**src/core/sp_pkg.sv**
```systemverilog
// Purpose: Shared constants and types for the sync pulse output block
// Assumes: 125 MHz system clock, APB register access with 32-bit data
// Notes:   Register offsets are byte addresses of aligned words
package sp_pkg;

  // ==========================================================================
  // Clock and pulse timing
  // ==========================================================================
  localparam int unsigned CLK_PERIOD_PS = 8000;
  localparam int unsigned PULSE_WIDTH_NS = 100;
  // Nearest whole number of cycles to the fixed width: 12.5 becomes 13
  localparam int unsigned PULSE_CYCLES =
    (PULSE_WIDTH_NS * 1000 + CLK_PERIOD_PS / 2) / CLK_PERIOD_PS;
  localparam int unsigned PULSE_CNT_W = 8;

  // ==========================================================================
  // Register map
  // ==========================================================================
  localparam logic [7:0] SP_CTRL_OFS   = 8'h00;
  localparam logic [7:0] SP_STATUS_OFS = 8'h04;
  localparam logic [7:0] SP_COUNT_OFS  = 8'h08;

  localparam int unsigned CTRL_EN_BIT  = 0;
  localparam int unsigned CTRL_SRC_BIT = 1;

  localparam int unsigned STAT_EN_BIT      = 0;
  localparam int unsigned STAT_SRC_BIT     = 1;
  localparam int unsigned STAT_SUPP_BIT    = 2;
  localparam int unsigned STAT_PULSE_BIT   = 3;
  localparam int unsigned STAT_MENU_BIT    = 4;
  localparam int unsigned STAT_PEND_BIT    = 5;
  localparam int unsigned STAT_EXT_BIT     = 6;

  localparam logic       CTRL_EN_RST  = 1'b0;
  localparam logic       CTRL_SRC_RST = 1'b0;
  localparam logic [1:0] SRC_CH1      = 2'h0;

  // ==========================================================================
  // Channel modes
  // ==========================================================================
  typedef enum logic [1:0] {
    SP_WAVE_BASIC,
    SP_WAVE_ARB,
    SP_WAVE_NOISE,
    SP_WAVE_DC
  } sp_wave_t;

  typedef enum logic [1:0] {
    SP_MOD_NONE,
    SP_MOD_INT_ANALOG,
    SP_MOD_INT_KEYING,
    SP_MOD_EXTERNAL
  } sp_mod_t;

endpackage

```
**src/core/sp_sync_out.sv**
```systemverilog
// Purpose: Sync pulse output on the auxiliary connector, APB controlled
// Assumes: Channel status and ticks come from logic on sys_clk
// Notes:   Aux pin is two-way; it becomes an input under external modulation
//
// Implementation choices: the APB slave port and the address map.
`timescale 1ns/1ps
// Overview of operation
// - Pulses appear only while the sync enable is on; otherwise idle.
// - Source select picks channel one or channel two timing.
// - Basic wave up to 10 MHz gives one 100 ns pulse per period.
// - Unmodulated basic wave above 10 MHz on the source channel gives no pulses.
// - Noise or DC on the source channel gives no pulses.
// - Arbitrary wave gives one 100 ns pulse per repetition.
// - Internal analog modulation pulses at the modulation rate.
// - Internal keying pulses at the keying rate.
// - External modulation turns the aux pin into an input, no pulses.
// - Sweep or burst suppresses pulses and hides the sync settings.
module sp_sync_out
  import sp_pkg::*;
(
  input  wire logic        sys_clk,
  input  wire logic        rst,
  input  wire logic        psel,
  input  wire logic        penable,
  input  wire logic        pwrite,
  input  wire logic [7:0]  paddr,
  input  wire logic [31:0] pwdata,
  input  wire logic [3:0]  pstrb,
  output logic      [31:0] prdata,
  output logic             pready,
  output logic             pslverr,
  input  wire logic        ch1_period_tick,
  input  wire logic        ch1_mod_tick,
  input  wire sp_wave_t    ch1_wave,
  input  wire sp_mod_t     ch1_mod,
  input  wire logic        ch1_over_10m,
  input  wire logic        ch1_sweep_burst,
  input  wire logic        ch2_period_tick,
  input  wire logic        ch2_mod_tick,
  input  wire sp_wave_t    ch2_wave,
  input  wire sp_mod_t     ch2_mod,
  input  wire logic        ch2_over_10m,
  input  wire logic        ch2_sweep_burst,
  input  wire logic        aux_in,
  output logic             aux_out,
  output logic             aux_oe,
  output logic             ext_mod_in,
  output logic             sync_menu_show
);

  // ==========================================================================
  // Declarations
  // ==========================================================================
  logic        ctrl_en_q;
  logic        ctrl_en_d;
  logic        ctrl_src_q;
  logic        ctrl_src_d;
  logic        act_en_q;
  logic        act_en_d;
  logic        act_src_q;
  logic        act_src_d;
  logic [31:0] count_q;
  logic [31:0] count_d;
  logic [31:0] prdata_q;
  logic [31:0] prdata_d;
  logic        pslverr_q;
  logic        pslverr_d;
  logic        aux_out_q;
  logic        aux_out_d;
  logic        aux_oe_q;
  logic        aux_oe_d;
  logic        aux_meta_q;
  logic        aux_sync_q;

  logic [1:0]  ch_tick;
  logic [1:0]  ch_allow;
  logic [1:0]  ch_ext;
  logic        sel_tick;
  logic        sel_allow;
  logic        sel_ext;
  logic        sel_hidden;
  logic        start;
  logic        abort;
  logic        pulse;
  logic        started;
  logic        pending;
  logic        setup;
  logic        access;
  logic        wr_ok;
  logic        addr_hit;
  logic [31:0] ctrl_word;
  logic [31:0] status_word;
  logic [31:0] rd_word;

  // ==========================================================================
  // Per-channel timing
  // ==========================================================================
  sp_chan_timing u_ch1 (
    .period_tick (ch1_period_tick),
    .mod_tick    (ch1_mod_tick),
    .wave        (ch1_wave),
    .modulation  (ch1_mod),
    .over_10m    (ch1_over_10m),
    .sweep_burst (ch1_sweep_burst),
    .tick        (ch_tick[0]),
    .allow       (ch_allow[0]),
    .ext_mod     (ch_ext[0])
  );

  sp_chan_timing u_ch2 (
    .period_tick (ch2_period_tick),
    .mod_tick    (ch2_mod_tick),
    .wave        (ch2_wave),
    .modulation  (ch2_mod),
    .over_10m    (ch2_over_10m),
    .sweep_burst (ch2_sweep_burst),
    .tick        (ch_tick[1]),
    .allow       (ch_allow[1]),
    .ext_mod     (ch_ext[1])
  );

  // ==========================================================================
  // Source selection and pulse start
  // ==========================================================================
  always_comb begin
    sel_tick   = act_src_q ? ch_tick[1] : ch_tick[0];
    sel_allow  = act_src_q ? ch_allow[1] : ch_allow[0];
    sel_ext    = act_src_q ? ch_ext[1] : ch_ext[0];
    // Menu hiding follows the channel software is looking at
    sel_hidden = ctrl_src_q ? ch2_sweep_burst : ch1_sweep_burst;
  end

  // ==========================================================================
  // Pulse trigger and abort
  // ==========================================================================
  always_comb begin
    start = act_en_q && sel_allow && sel_tick;
    // A mode that forbids pulses cuts off one already in flight
    abort = !act_en_q || !sel_allow;
  end

  sp_pulse_gen #(
    .WIDTH (PULSE_CYCLES)
  ) u_pulse (
    .sys_clk (sys_clk),
    .rst     (rst),
    .start   (start),
    .abort   (abort),
    .pulse   (pulse),
    .started (started)
  );

  // ==========================================================================
  // Applying settings between pulses
  // ==========================================================================
  // Held off while a pulse is high, so software cuts a pulse short only when a setting applies in the cycle it starts
  assign pending = (act_en_q != ctrl_en_q) || (act_src_q != ctrl_src_q);

  always_comb begin
    act_en_d  = act_en_q;
    act_src_d = act_src_q;
    if (pending && !pulse) begin
      act_en_d  = ctrl_en_q;
      act_src_d = ctrl_src_q;
    end
  end

  always_ff @(posedge sys_clk) begin
    if (rst) begin
      act_en_q  <= CTRL_EN_RST;
      act_src_q <= CTRL_SRC_RST;
    end else begin
      act_en_q  <= act_en_d;
      act_src_q <= act_src_d;
    end
  end

  // ==========================================================================
  // Aux pin drive
  // ==========================================================================
  always_comb begin
    aux_oe_d  = !sel_ext;
    aux_out_d = pulse && act_en_q && !sel_ext;
  end

  always_ff @(posedge sys_clk) begin
    if (rst) begin
      aux_oe_q  <= 1'b1;
      aux_out_q <= 1'b0;
    end else begin
      aux_oe_q  <= aux_oe_d;
      aux_out_q <= aux_out_d;
    end
  end

  // ==========================================================================
  // Aux pin input
  // ==========================================================================
  // The pin is driven from outside the clock domain: two flops before use
  always_ff @(posedge sys_clk) begin
    if (rst) begin
      aux_meta_q <= 1'b0;
      aux_sync_q <= 1'b0;
    end else begin
      aux_meta_q <= aux_in;
      aux_sync_q <= aux_meta_q;
    end
  end

  assign aux_out        = aux_out_q;
  assign aux_oe         = aux_oe_q;
  // External modulating signal, only meaningful while the pin is an input
  assign ext_mod_in     = aux_sync_q && !aux_oe_q;
  assign sync_menu_show = !sel_hidden;

  // ==========================================================================
  // Read words
  // ==========================================================================
  // Built apart from the bus so the setup snapshot is a single mux
  always_comb begin
    ctrl_word                   = 32'h0000_0000;
    ctrl_word[CTRL_EN_BIT]      = ctrl_en_q;
    ctrl_word[CTRL_SRC_BIT]     = ctrl_src_q;
    status_word                 = 32'h0000_0000;
    status_word[STAT_EN_BIT]    = act_en_q;
    status_word[STAT_SRC_BIT]   = act_src_q;
    status_word[STAT_SUPP_BIT]  = !sel_allow;
    status_word[STAT_PULSE_BIT] = pulse;
    status_word[STAT_MENU_BIT]  = !sel_hidden;
    status_word[STAT_PEND_BIT]  = pending;
    status_word[STAT_EXT_BIT]   = sel_ext;
  end

  always_comb begin
    case (paddr)
      SP_CTRL_OFS:   rd_word = ctrl_word;
      SP_STATUS_OFS: rd_word = status_word;
      SP_COUNT_OFS:  rd_word = count_q;
      default:       rd_word = 32'h0000_0000;
    endcase
  end

  // ==========================================================================
  // APB slave
  // ==========================================================================
  assign setup    = psel && !penable;
  assign access   = psel && penable;
  assign addr_hit = (paddr == SP_CTRL_OFS) || (paddr == SP_STATUS_OFS) ||
                    (paddr == SP_COUNT_OFS);
  // Settings are hidden, and so locked, while sweep or burst runs
  assign wr_ok    = access && pwrite && pstrb[0] && !sel_hidden;

  always_comb begin
    ctrl_en_d  = ctrl_en_q;
    ctrl_src_d = ctrl_src_q;
    count_d    = count_q;
    prdata_d   = prdata_q;
    pslverr_d  = 1'b0;
    if (started && act_en_q) begin
      count_d = count_q + 32'h0000_0001;
    end
    if (setup) begin
      pslverr_d = !addr_hit;
      prdata_d  = 32'h0000_0000;
      if (!pwrite) begin
        prdata_d = rd_word;
      end
    end
    if (wr_ok && !pslverr_q) begin
      case (paddr)
        SP_CTRL_OFS: begin
          ctrl_en_d  = pwdata[CTRL_EN_BIT];
          ctrl_src_d = pwdata[CTRL_SRC_BIT];
        end
        // Any write clears; a pulse in the same cycle is dropped from the count
        SP_COUNT_OFS: count_d = 32'h0000_0000;
        default: begin
        end
      endcase
    end
    if (access) begin
      pslverr_d = pslverr_q;
    end
  end

  always_ff @(posedge sys_clk) begin
    if (rst) begin
      ctrl_en_q  <= CTRL_EN_RST;
      ctrl_src_q <= CTRL_SRC_RST;
      count_q    <= 32'h0000_0000;
      prdata_q   <= 32'h0000_0000;
      pslverr_q  <= 1'b0;
    end else begin
      ctrl_en_q  <= ctrl_en_d;
      ctrl_src_q <= ctrl_src_d;
      count_q    <= count_d;
      prdata_q   <= prdata_d;
      pslverr_q  <= pslverr_d;
    end
  end

  // Every register answers from flops, so no wait state is ever needed
  assign pready  = 1'b1;
  assign prdata  = prdata_q;
  assign pslverr = access && pslverr_q;

endmodule

```
**src/core/sp_chan_timing.sv**
```systemverilog
// Purpose: Derive one channel's sync timing tick and its permission
// Assumes: All inputs come from logic on sys_clk
// Notes:   Instantiated once per output channel
`timescale 1ns/1ps
module sp_chan_timing
  import sp_pkg::*;
(
  input  wire logic     period_tick,
  input  wire logic     mod_tick,
  input  wire sp_wave_t wave,
  input  wire sp_mod_t  modulation,
  input  wire logic     over_10m,
  input  wire logic     sweep_burst,
  output logic          tick,
  output logic          allow,
  output logic          ext_mod
);

  // ==========================================================================
  // Tick source and suppression
  // ==========================================================================
  always_comb begin
    ext_mod = (modulation == SP_MOD_EXTERNAL);
    case (modulation)
      SP_MOD_INT_ANALOG: tick = mod_tick;
      SP_MOD_INT_KEYING: tick = mod_tick;
      default:           tick = period_tick;
    endcase
    allow = 1'b1;
    if (sweep_burst) begin
      allow = 1'b0;
    end else if (ext_mod) begin
      allow = 1'b0;
    end else if (wave == SP_WAVE_NOISE || wave == SP_WAVE_DC) begin
      // Noise or DC has no period to mark, even when modulated
      allow = 1'b0;
    end else if (modulation == SP_MOD_NONE) begin
      case (wave)
        SP_WAVE_BASIC: allow = !over_10m;
        default:       allow = 1'b1;
      endcase
    end
  end

endmodule

```
**src/core/sp_pulse_gen.sv**
```systemverilog
// Purpose: Fixed-width pulse from a one-cycle start
// Assumes: Start arrives on sys_clk; width counted in clock cycles
// Notes:   Starts during a pulse are ignored; abort ends it at once
`timescale 1ns/1ps
module sp_pulse_gen
  import sp_pkg::*;
#(
  parameter int unsigned WIDTH = PULSE_CYCLES
)
(
  input  wire logic sys_clk,
  input  wire logic rst,
  input  wire logic start,
  input  wire logic abort,
  output logic      pulse,
  output logic      started
);

  logic [PULSE_CNT_W-1:0] cnt_q;
  logic [PULSE_CNT_W-1:0] cnt_d;

  // ==========================================================================
  // Width counter
  // ==========================================================================
  always_comb begin
    cnt_d   = cnt_q;
    started = 1'b0;
    if (abort) begin
      cnt_d = '0;
    end else if (cnt_q != '0) begin
      cnt_d = cnt_q - 1'b1;
    end else if (start) begin
      cnt_d   = PULSE_CNT_W'(WIDTH);
      started = 1'b1;
    end
  end

  always_ff @(posedge sys_clk) begin
    if (rst) begin
      cnt_q <= '0;
    end else begin
      cnt_q <= cnt_d;
    end
  end

  assign pulse = (cnt_q != '0);

endmodule

```
**config.mk**
```make
export PLATFORM = sky130hd
export DESIGN_NAME = sp_sync_out
export DESIGN_NICKNAME = d
export VERILOG_FILES = /design/src/core/sp_pkg.sv /design/src/core/sp_sync_out.sv /design/src/core/sp_chan_timing.sv /design/src/core/sp_pulse_gen.sv
export SDC_FILE = /design/constraint.sdc
export NUM_CORES = 1
export LEC_CHECK = 0
export ABC_AREA = 1
export BUFFER_PORTS_ARGS = -buffer_cell sky130_fd_sc_hd__buf_2
export CAP_MARGIN = 20
export CORE_AREA = 2 2 92 94
export CTS_CLUSTER_DIAMETER = 50
export DETAILED_ROUTE_END_ITERATION = 7
export DIE_AREA = 0 0 94 96
export GPL_ROUTABILITY_DRIVEN = 0
export PLACE_DENSITY_LB_ADDON = 0.05
export SYNTH_ARGS = -nofsm -noshare
export SYNTH_HDL_FRONTEND = slang
export SYNTH_HIERARCHICAL = 1
export SYNTH_SLANG_ARGS = --single-unit
```
**constraint.sdc**
```tcl
create_clock -name sys_clk -period 2.4 [get_ports sys_clk]
set_input_delay 0.24 -clock sys_clk [delete_from_list [all_inputs] [get_ports sys_clk]]
set_output_delay 0.24 -clock sys_clk [all_outputs]
set_load 0.03 [all_outputs]
```
### Yosys cells after proc, flatten, opt, wreduce, memory -nomap -nowiden

Cells that the tools add are included.
Widths: inputs -> output; s select.

* word-level logic and storage cells: 97
* flip-flop bits (word level): 81
* output and inout port bits: 38
* input bits: 66

* add/sub/neg operators: 2
* eq/ne operators: 14
* reduce and logical (&&, ||, !) cells: 42
* muxes and demuxes: 27

Operators by type and width (number)
* $mux 32: 4
* $pmux 32 s3: 1
* $add 32x1->32 const B: 1
* $mux 1: 20
* $eq 2x2->1 const B: 8
* $mux 8: 2
* $logic_and 1x1->1: 14
* $logic_not 1->1: 11
* $eq 8x3->1 const B: 1
* $eq 8x4->1 const B: 1
* $logic_not 2->1: 4
* $logic_not 8->1: 1
* $reduce_bool 8->1: 1
* $sub 8x1->8 const B: 1
* $logic_or 1x1->1: 6
* $reduce_or 2->1: 3
* $eq 2x1->1 const B: 2
* $ne 1x1->1: 2
* $reduce_and 2->1: 1
* $reduce_bool 2->1: 1

### Logic depth before layout (Yosys ltp)

* depth after elaboration: 16
* gate-level depth with buffers: 21

### By module

Netlist, hierarchy kept.

Modules (own cells, without submodules)
* sp_sync_out: instances 1, cells an instance 516, area an instance 3535.9 sq um
* sp_pulse_gen: instances 1, cells an instance 66, area an instance 444.2 sq um
* sp_chan_timing: instances 2, cells an instance 13, area an instance 67.6 sq um

### Least setup slack after synthesis

OpenSTA, ideal clock, no wires.

* kind: input -> register
* from: in ch1_mod[0]
* to: reg count_q[19]
* stages: 18
* setup time: 0.115 ns
* path buffers: 0
* path slack: 0.238 ns
* data required time: 2.285 ns
* arrival time: 2.047 ns
* cells stage by stage: ha_1 > nor2_1 > nand2_1 > nor2_1 > or2_2 > o21ai_0 > inv_1 > nand2_1 > a21oi_1 > inv_1 > nor3_2 > nand2_4 > nor2_4 > nand2_2 > nor2_4 > nand2_1 > xor2_1 > nor2_2

* elaborated cells on any way between the ends: 23
* classes of those cells: 3 x eq/ne; 13 x mux; 7 x reduce/logical

RTL lines
* start, declared: line sp_sync_out.sv:35 `input wire sp_mod_t ch1_mod,`
* $logic_not 2->1: line sp_chan_timing.sv:37 `end else if (modulation == SP_MOD_NONE) begin`
* $mux 1: line sp_chan_timing.sv:37
* $mux 1: line sp_chan_timing.sv:34 `end else if (wave == SP_WAVE_NOISE || wave == SP_WAVE_DC) begin`
* $mux 1 (*): line sp_chan_timing.sv:32 `end else if (ext_mod) begin`
* $mux 1 (*): line sp_chan_timing.sv:30 `if (sweep_burst) begin`
* named net ch_allow[0]: line sp_sync_out.sv:76 `logic [1:0] ch_allow;`
* $mux 1 (*): line sp_sync_out.sv:127 `sel_allow = act_src_q ? ch_allow[1] : ch_allow[0];`
* $logic_not 1->1 (*): line sp_sync_out.sv:139 `abort = !act_en_q || !sel_allow;`
* $logic_or 1x1->1 (*): line sp_sync_out.sv:139
* named net abort: line sp_sync_out.sv:83 `logic abort;`
* $mux 1 (*): line sp_pulse_gen.sv:28 `if (abort) begin`
* named net started: line sp_sync_out.sv:85 `logic started;`
* $logic_and 1x1->1 (*): line sp_sync_out.sv:259 `if (started && act_en_q) begin`
* $mux 32 (*): line sp_sync_out.sv:259
* $mux 32: line sp_sync_out.sv:270 `case (paddr)`
* $mux 32 (*): line sp_sync_out.sv:269 `if (wr_ok && !pslverr_q) begin`
* end signal, assigned: line sp_sync_out.sv:296 `count_q <= count_d;`
* end, declared: line sp_sync_out.sv:62 `logic [31:0] count_q;`

Mark *: on every way through the listed nets, which the timed path passes. The rest lies on a longest branch.
A chain may end at the register's enable or synchronous reset.

### Final worst setup path

* from: reg u_pulse.cnt_q[0]
* to: reg count_q[19]

* word-level cells in the longest chain between the ends: 7

RTL lines
* start, declared: line sp_pulse_gen.sv:19 `logic [PULSE_CNT_W-1:0] cnt_q;`
* start signal, assigned: line sp_pulse_gen.sv:42 `cnt_q <= cnt_d;`
* $reduce_bool 8->1 (*)
* named net pulse: line sp_sync_out.sv:84 `logic pulse;`
* $mux 1 (*): line sp_pulse_gen.sv:30 `end else if (cnt_q != '0) begin`
* $mux 1 (*): line sp_pulse_gen.sv:28
* named net started: line sp_sync_out.sv:85
* $logic_and 1x1->1 (*): line sp_sync_out.sv:259
* $mux 32 (*): line sp_sync_out.sv:259
* $mux 32: line sp_sync_out.sv:270
* $mux 32 (*): line sp_sync_out.sv:269

Marks and branches as above.

==> results.md <==
* Layout Utilization at 0.598
* Most common cell after layout, fill and taps aside: nand2_1
* Most frequent cells in the layout: nand2_1, nor2_1, dfxtp_1, buf_2, inv_1
* Setup-failing EPs final at 0
* Internal Power at approximately 1.8 mW
* GRT overflow at 0
* Final wirelength at about 9.8 mm
* Clk pwr share at 0.391
* Synthesis-to-layout area growth at 17.0%
* Status: finished clean
* Final Non-Filler Cells at approximately 800
* Crit Path Class: flop to flop
* Hold Vio Cnt, Final at 0
* Nets at 760
* CTS sink cnt at 81
* CTS tree: done
* Via/cell ratio at 4.94
* Slowest stage delay, CP at about 0.33 ns
* Synth unique cells at 32
* Skew-Pair Late Insertion Delay at between 0.3 and 0.4 ns
* Critical Path Fanout Max at 8
* Hold Slack at 0.103 ns
* Reg-to-Reg Start: u_pulse/cnt_q[0]
* Hold path startpoint: aux_in
* Post-synthesis sequential area ratio at 0.394
* DRC viols at 0
* Fin. max-slew vios at 0
* Tcrit/Tclk final at 0.909
* Syn avg cell area at 6.77 um2
* Comb pwr share at 0.050
* Initial Utilization at 0.511
* Min Tclk post-route at between 2 and 2.5 ns
* Worst path arrival time at approximately 2.4 ns
* Worst R2R End: count_q[19]
* IO Count at ~100
* Antenna violations before repair at 0
* Part of the power in registers at 0.559
* YS warnings at 6
* Hold path cells at 3
* Seq cells post-synth at between 80 and 90
* Die Wd at ~94 um
* Pin count of the biggest net entering global routing at 37
* Maximum vdd ir drop at 0.327 mV
* CP max-delay cell: dfxtp_1
* Fmax achieved at about 460 MHz
* Root Driver: clkbuf_8
* Setup crit end kind: flop
* 1st-pass router iterations at 5
* # port buffers at just under 70
* Die Y at between 90 and 100 um
* CP cell instances: inv_1 > ha_4 > nand2_2 > nor2_4 > inv_2 > nor3_2 > nand2_4 > nor2_4 > nand2_2 > nor2_4 > nand2_1 > xor2_1 > nor2_2
* DRT iter0 DRCs at around 170
* Die Area at between 9000 and 10000 um2
* Share of synthesized flip-flops with an asynchronous set or reset at 0
* Row count at 33
* Number of synthesized flops with an enable pin at 0
* WL per Instance at around 12 um
* Syn Inst Count at about 600
* Mapped cell area at about 4100 um2
* Switching fraction of total power at 0.260
* R2R cell count at 13
* Relative slew margins at 0.646
* First-pass GRT wire length at roughly 17 mm
* Worst Hold Class: input port to flop
* Flop2flop setup slack at 0.22 ns
* CTS Buffer Depth at 2
* Placed cells at ~800
* TritonCTS Buffers at 9
* Switching Power at about 0.63 mW
* Min-Delay Endpoint: aux_meta_q
* RSZ-0062 raised after global routing: false
* Leak at slightly below 2 nW
* GRT Total Usage at 0.232
* Number of H-tree levels at 3
* CP Data Required Time at around 2.7 ns
* DRT antenna net count at 0
* Dpl hpwl at 7.46 mm
* CP startpoint kind: flop
* Max cap viols at 0
* Clock-pin slew on the worst setup and hold paths at approximately 0.09 ns
* Final Skew at ~0.014 ns
* Fraction of layout instances using a drive strength above 1 at 0.193
* Mapped Nets at slightly below 700
* Core area at approximately 8100 um2
* Via Count at 3946
* Pwr Density at between 500 and 600 nW/um2
* Antenna cells at 0
* Worst Tran Pin Value at between 0.5 and 0.6 ns
* Most frequent CP cell: nor2_4
* Vias in the first global route at ~3600
* Dominant synthesized flop cell: dfxtp_1
-- what timing repair did --
action / 4_1_cts / 5_1_grt
setup endpoints to repair: 0 / 13
hold buffers: 0 / 0
buffers inserted: 0 / 0
resized for setup: 0 / 3
-- critical path: cells and delay by family, from the launching register on --
kind | cells | cell delay (ns)
xor+xnor | 1 | 0.16
fa+ha+maj | 1 | 0.21
flops | 1 | 0.33
buf+inv | 2 | 0.30
simple gates | 9 | 1.07
-- metrics by stage --
step / cell area (um2) / setup TNS [ns] / power, mW / setup WS, ns
floorplan: 4120 / 0 / 1.45 / 0.238
global placement: 4620 / -0.00911 / 1.50 / -0.00911
detailed placement: 4620 / -0.0505 / 1.50 / -0.0348
CTS: 4800 / 0 / 2.43 / 0.116
global route: 4810 / 0 / 2.51 / 0.0232
finish: 4810 / 0 / 2.41 / 0.218
-- per-layer routing --
metal / share of wire / track usage / routed length [um]
met4: 0.0083 / 0.0580 / 82
met2: 0.42 / 0.342 / 4100
met3: 0.075 / 0.0486 / 733
met5: 0 / 0 / 0
met1: 0.50 / 0.344 / 4910
-- how the worst max path moves through the flow --
stage,cells after the start,start,to,slack (ns)
final,13,u_pulse/cnt_q[0],count_q[19],0.22
after global routing,15,u_pulse/cnt_q[0],count_q[29],0.02
after CTS,13,u_pulse/cnt_q[0],count_q[19],0.12
after detailed placement,19,ch1_mod[0],count_q[19],-0.03
after global placement,19,ch1_mod[0],count_q[19],-0.009
after floorplan,18,ch1_mod[0],count_q[19],0.24
-- power groups by stage --
stage                     clock network, mW  registers (mW)  logic [mW]
after CTS                             0.963            1.35       0.121
after global routing                   1.03            1.35       0.136
after global placement                    0            1.38       0.118
after floorplan                           0            1.38      0.0720
after detailed placement                  0            1.38       0.121
final                                 0.942            1.35       0.119
-- cells by family after synthesis --
family          count (synthesis)  synth area share
compound gates                 66            0.0876
xor+xnor                       19            0.0404
fa+ha+maj                       6            0.0182
buf+inv                        82            0.0821
flops                          81             0.394
other cells                     1          0.000911
simple gates                  353             0.377
-- synth_stat cells, types with 5 or more instances --
cell,number,area (um2)
nor2_4,7,78.8
inv_1,62,233
xor2_1,11,96.3
xnor2_1,8,70.1
o21ai_0,12,60.1
dfxtp_1,81,1620
nand2_2,6,37.5
o21bai_1,5,37.5
nor2_2,8,50.1
nand3_1,59,295
nand4_1,8,50.1
nand2_1,157,589
ha_1,6,75.1
clkbuf_1,7,26.3
inv_2,5,18.8
nor2_1,96,360
a21oi_1,46,230
-- area by class of cell --
class                      count  area [um2]
tap                          105         131
multi-input combinational    445        2170
timing repair buffer          83         450
clock buffer                   9         124
sequential                    81        1620
inverter                      68         256
clock inverter                 7        58.8
fill                         806        3240
-- state kept, by name, summed over array words and instances (netlist names) --
name and count:
count_q 32, aux_out 1, prdata 32, aux_oe 1
act_src_q 1, ctrl_en_q 1, act_en_q 1, ctrl_src_q 1
pslverr_q 1, aux_meta_q 1, u_pulse/cnt_q 8, aux_sync_q 1
(Power assumes the default switching activity.)
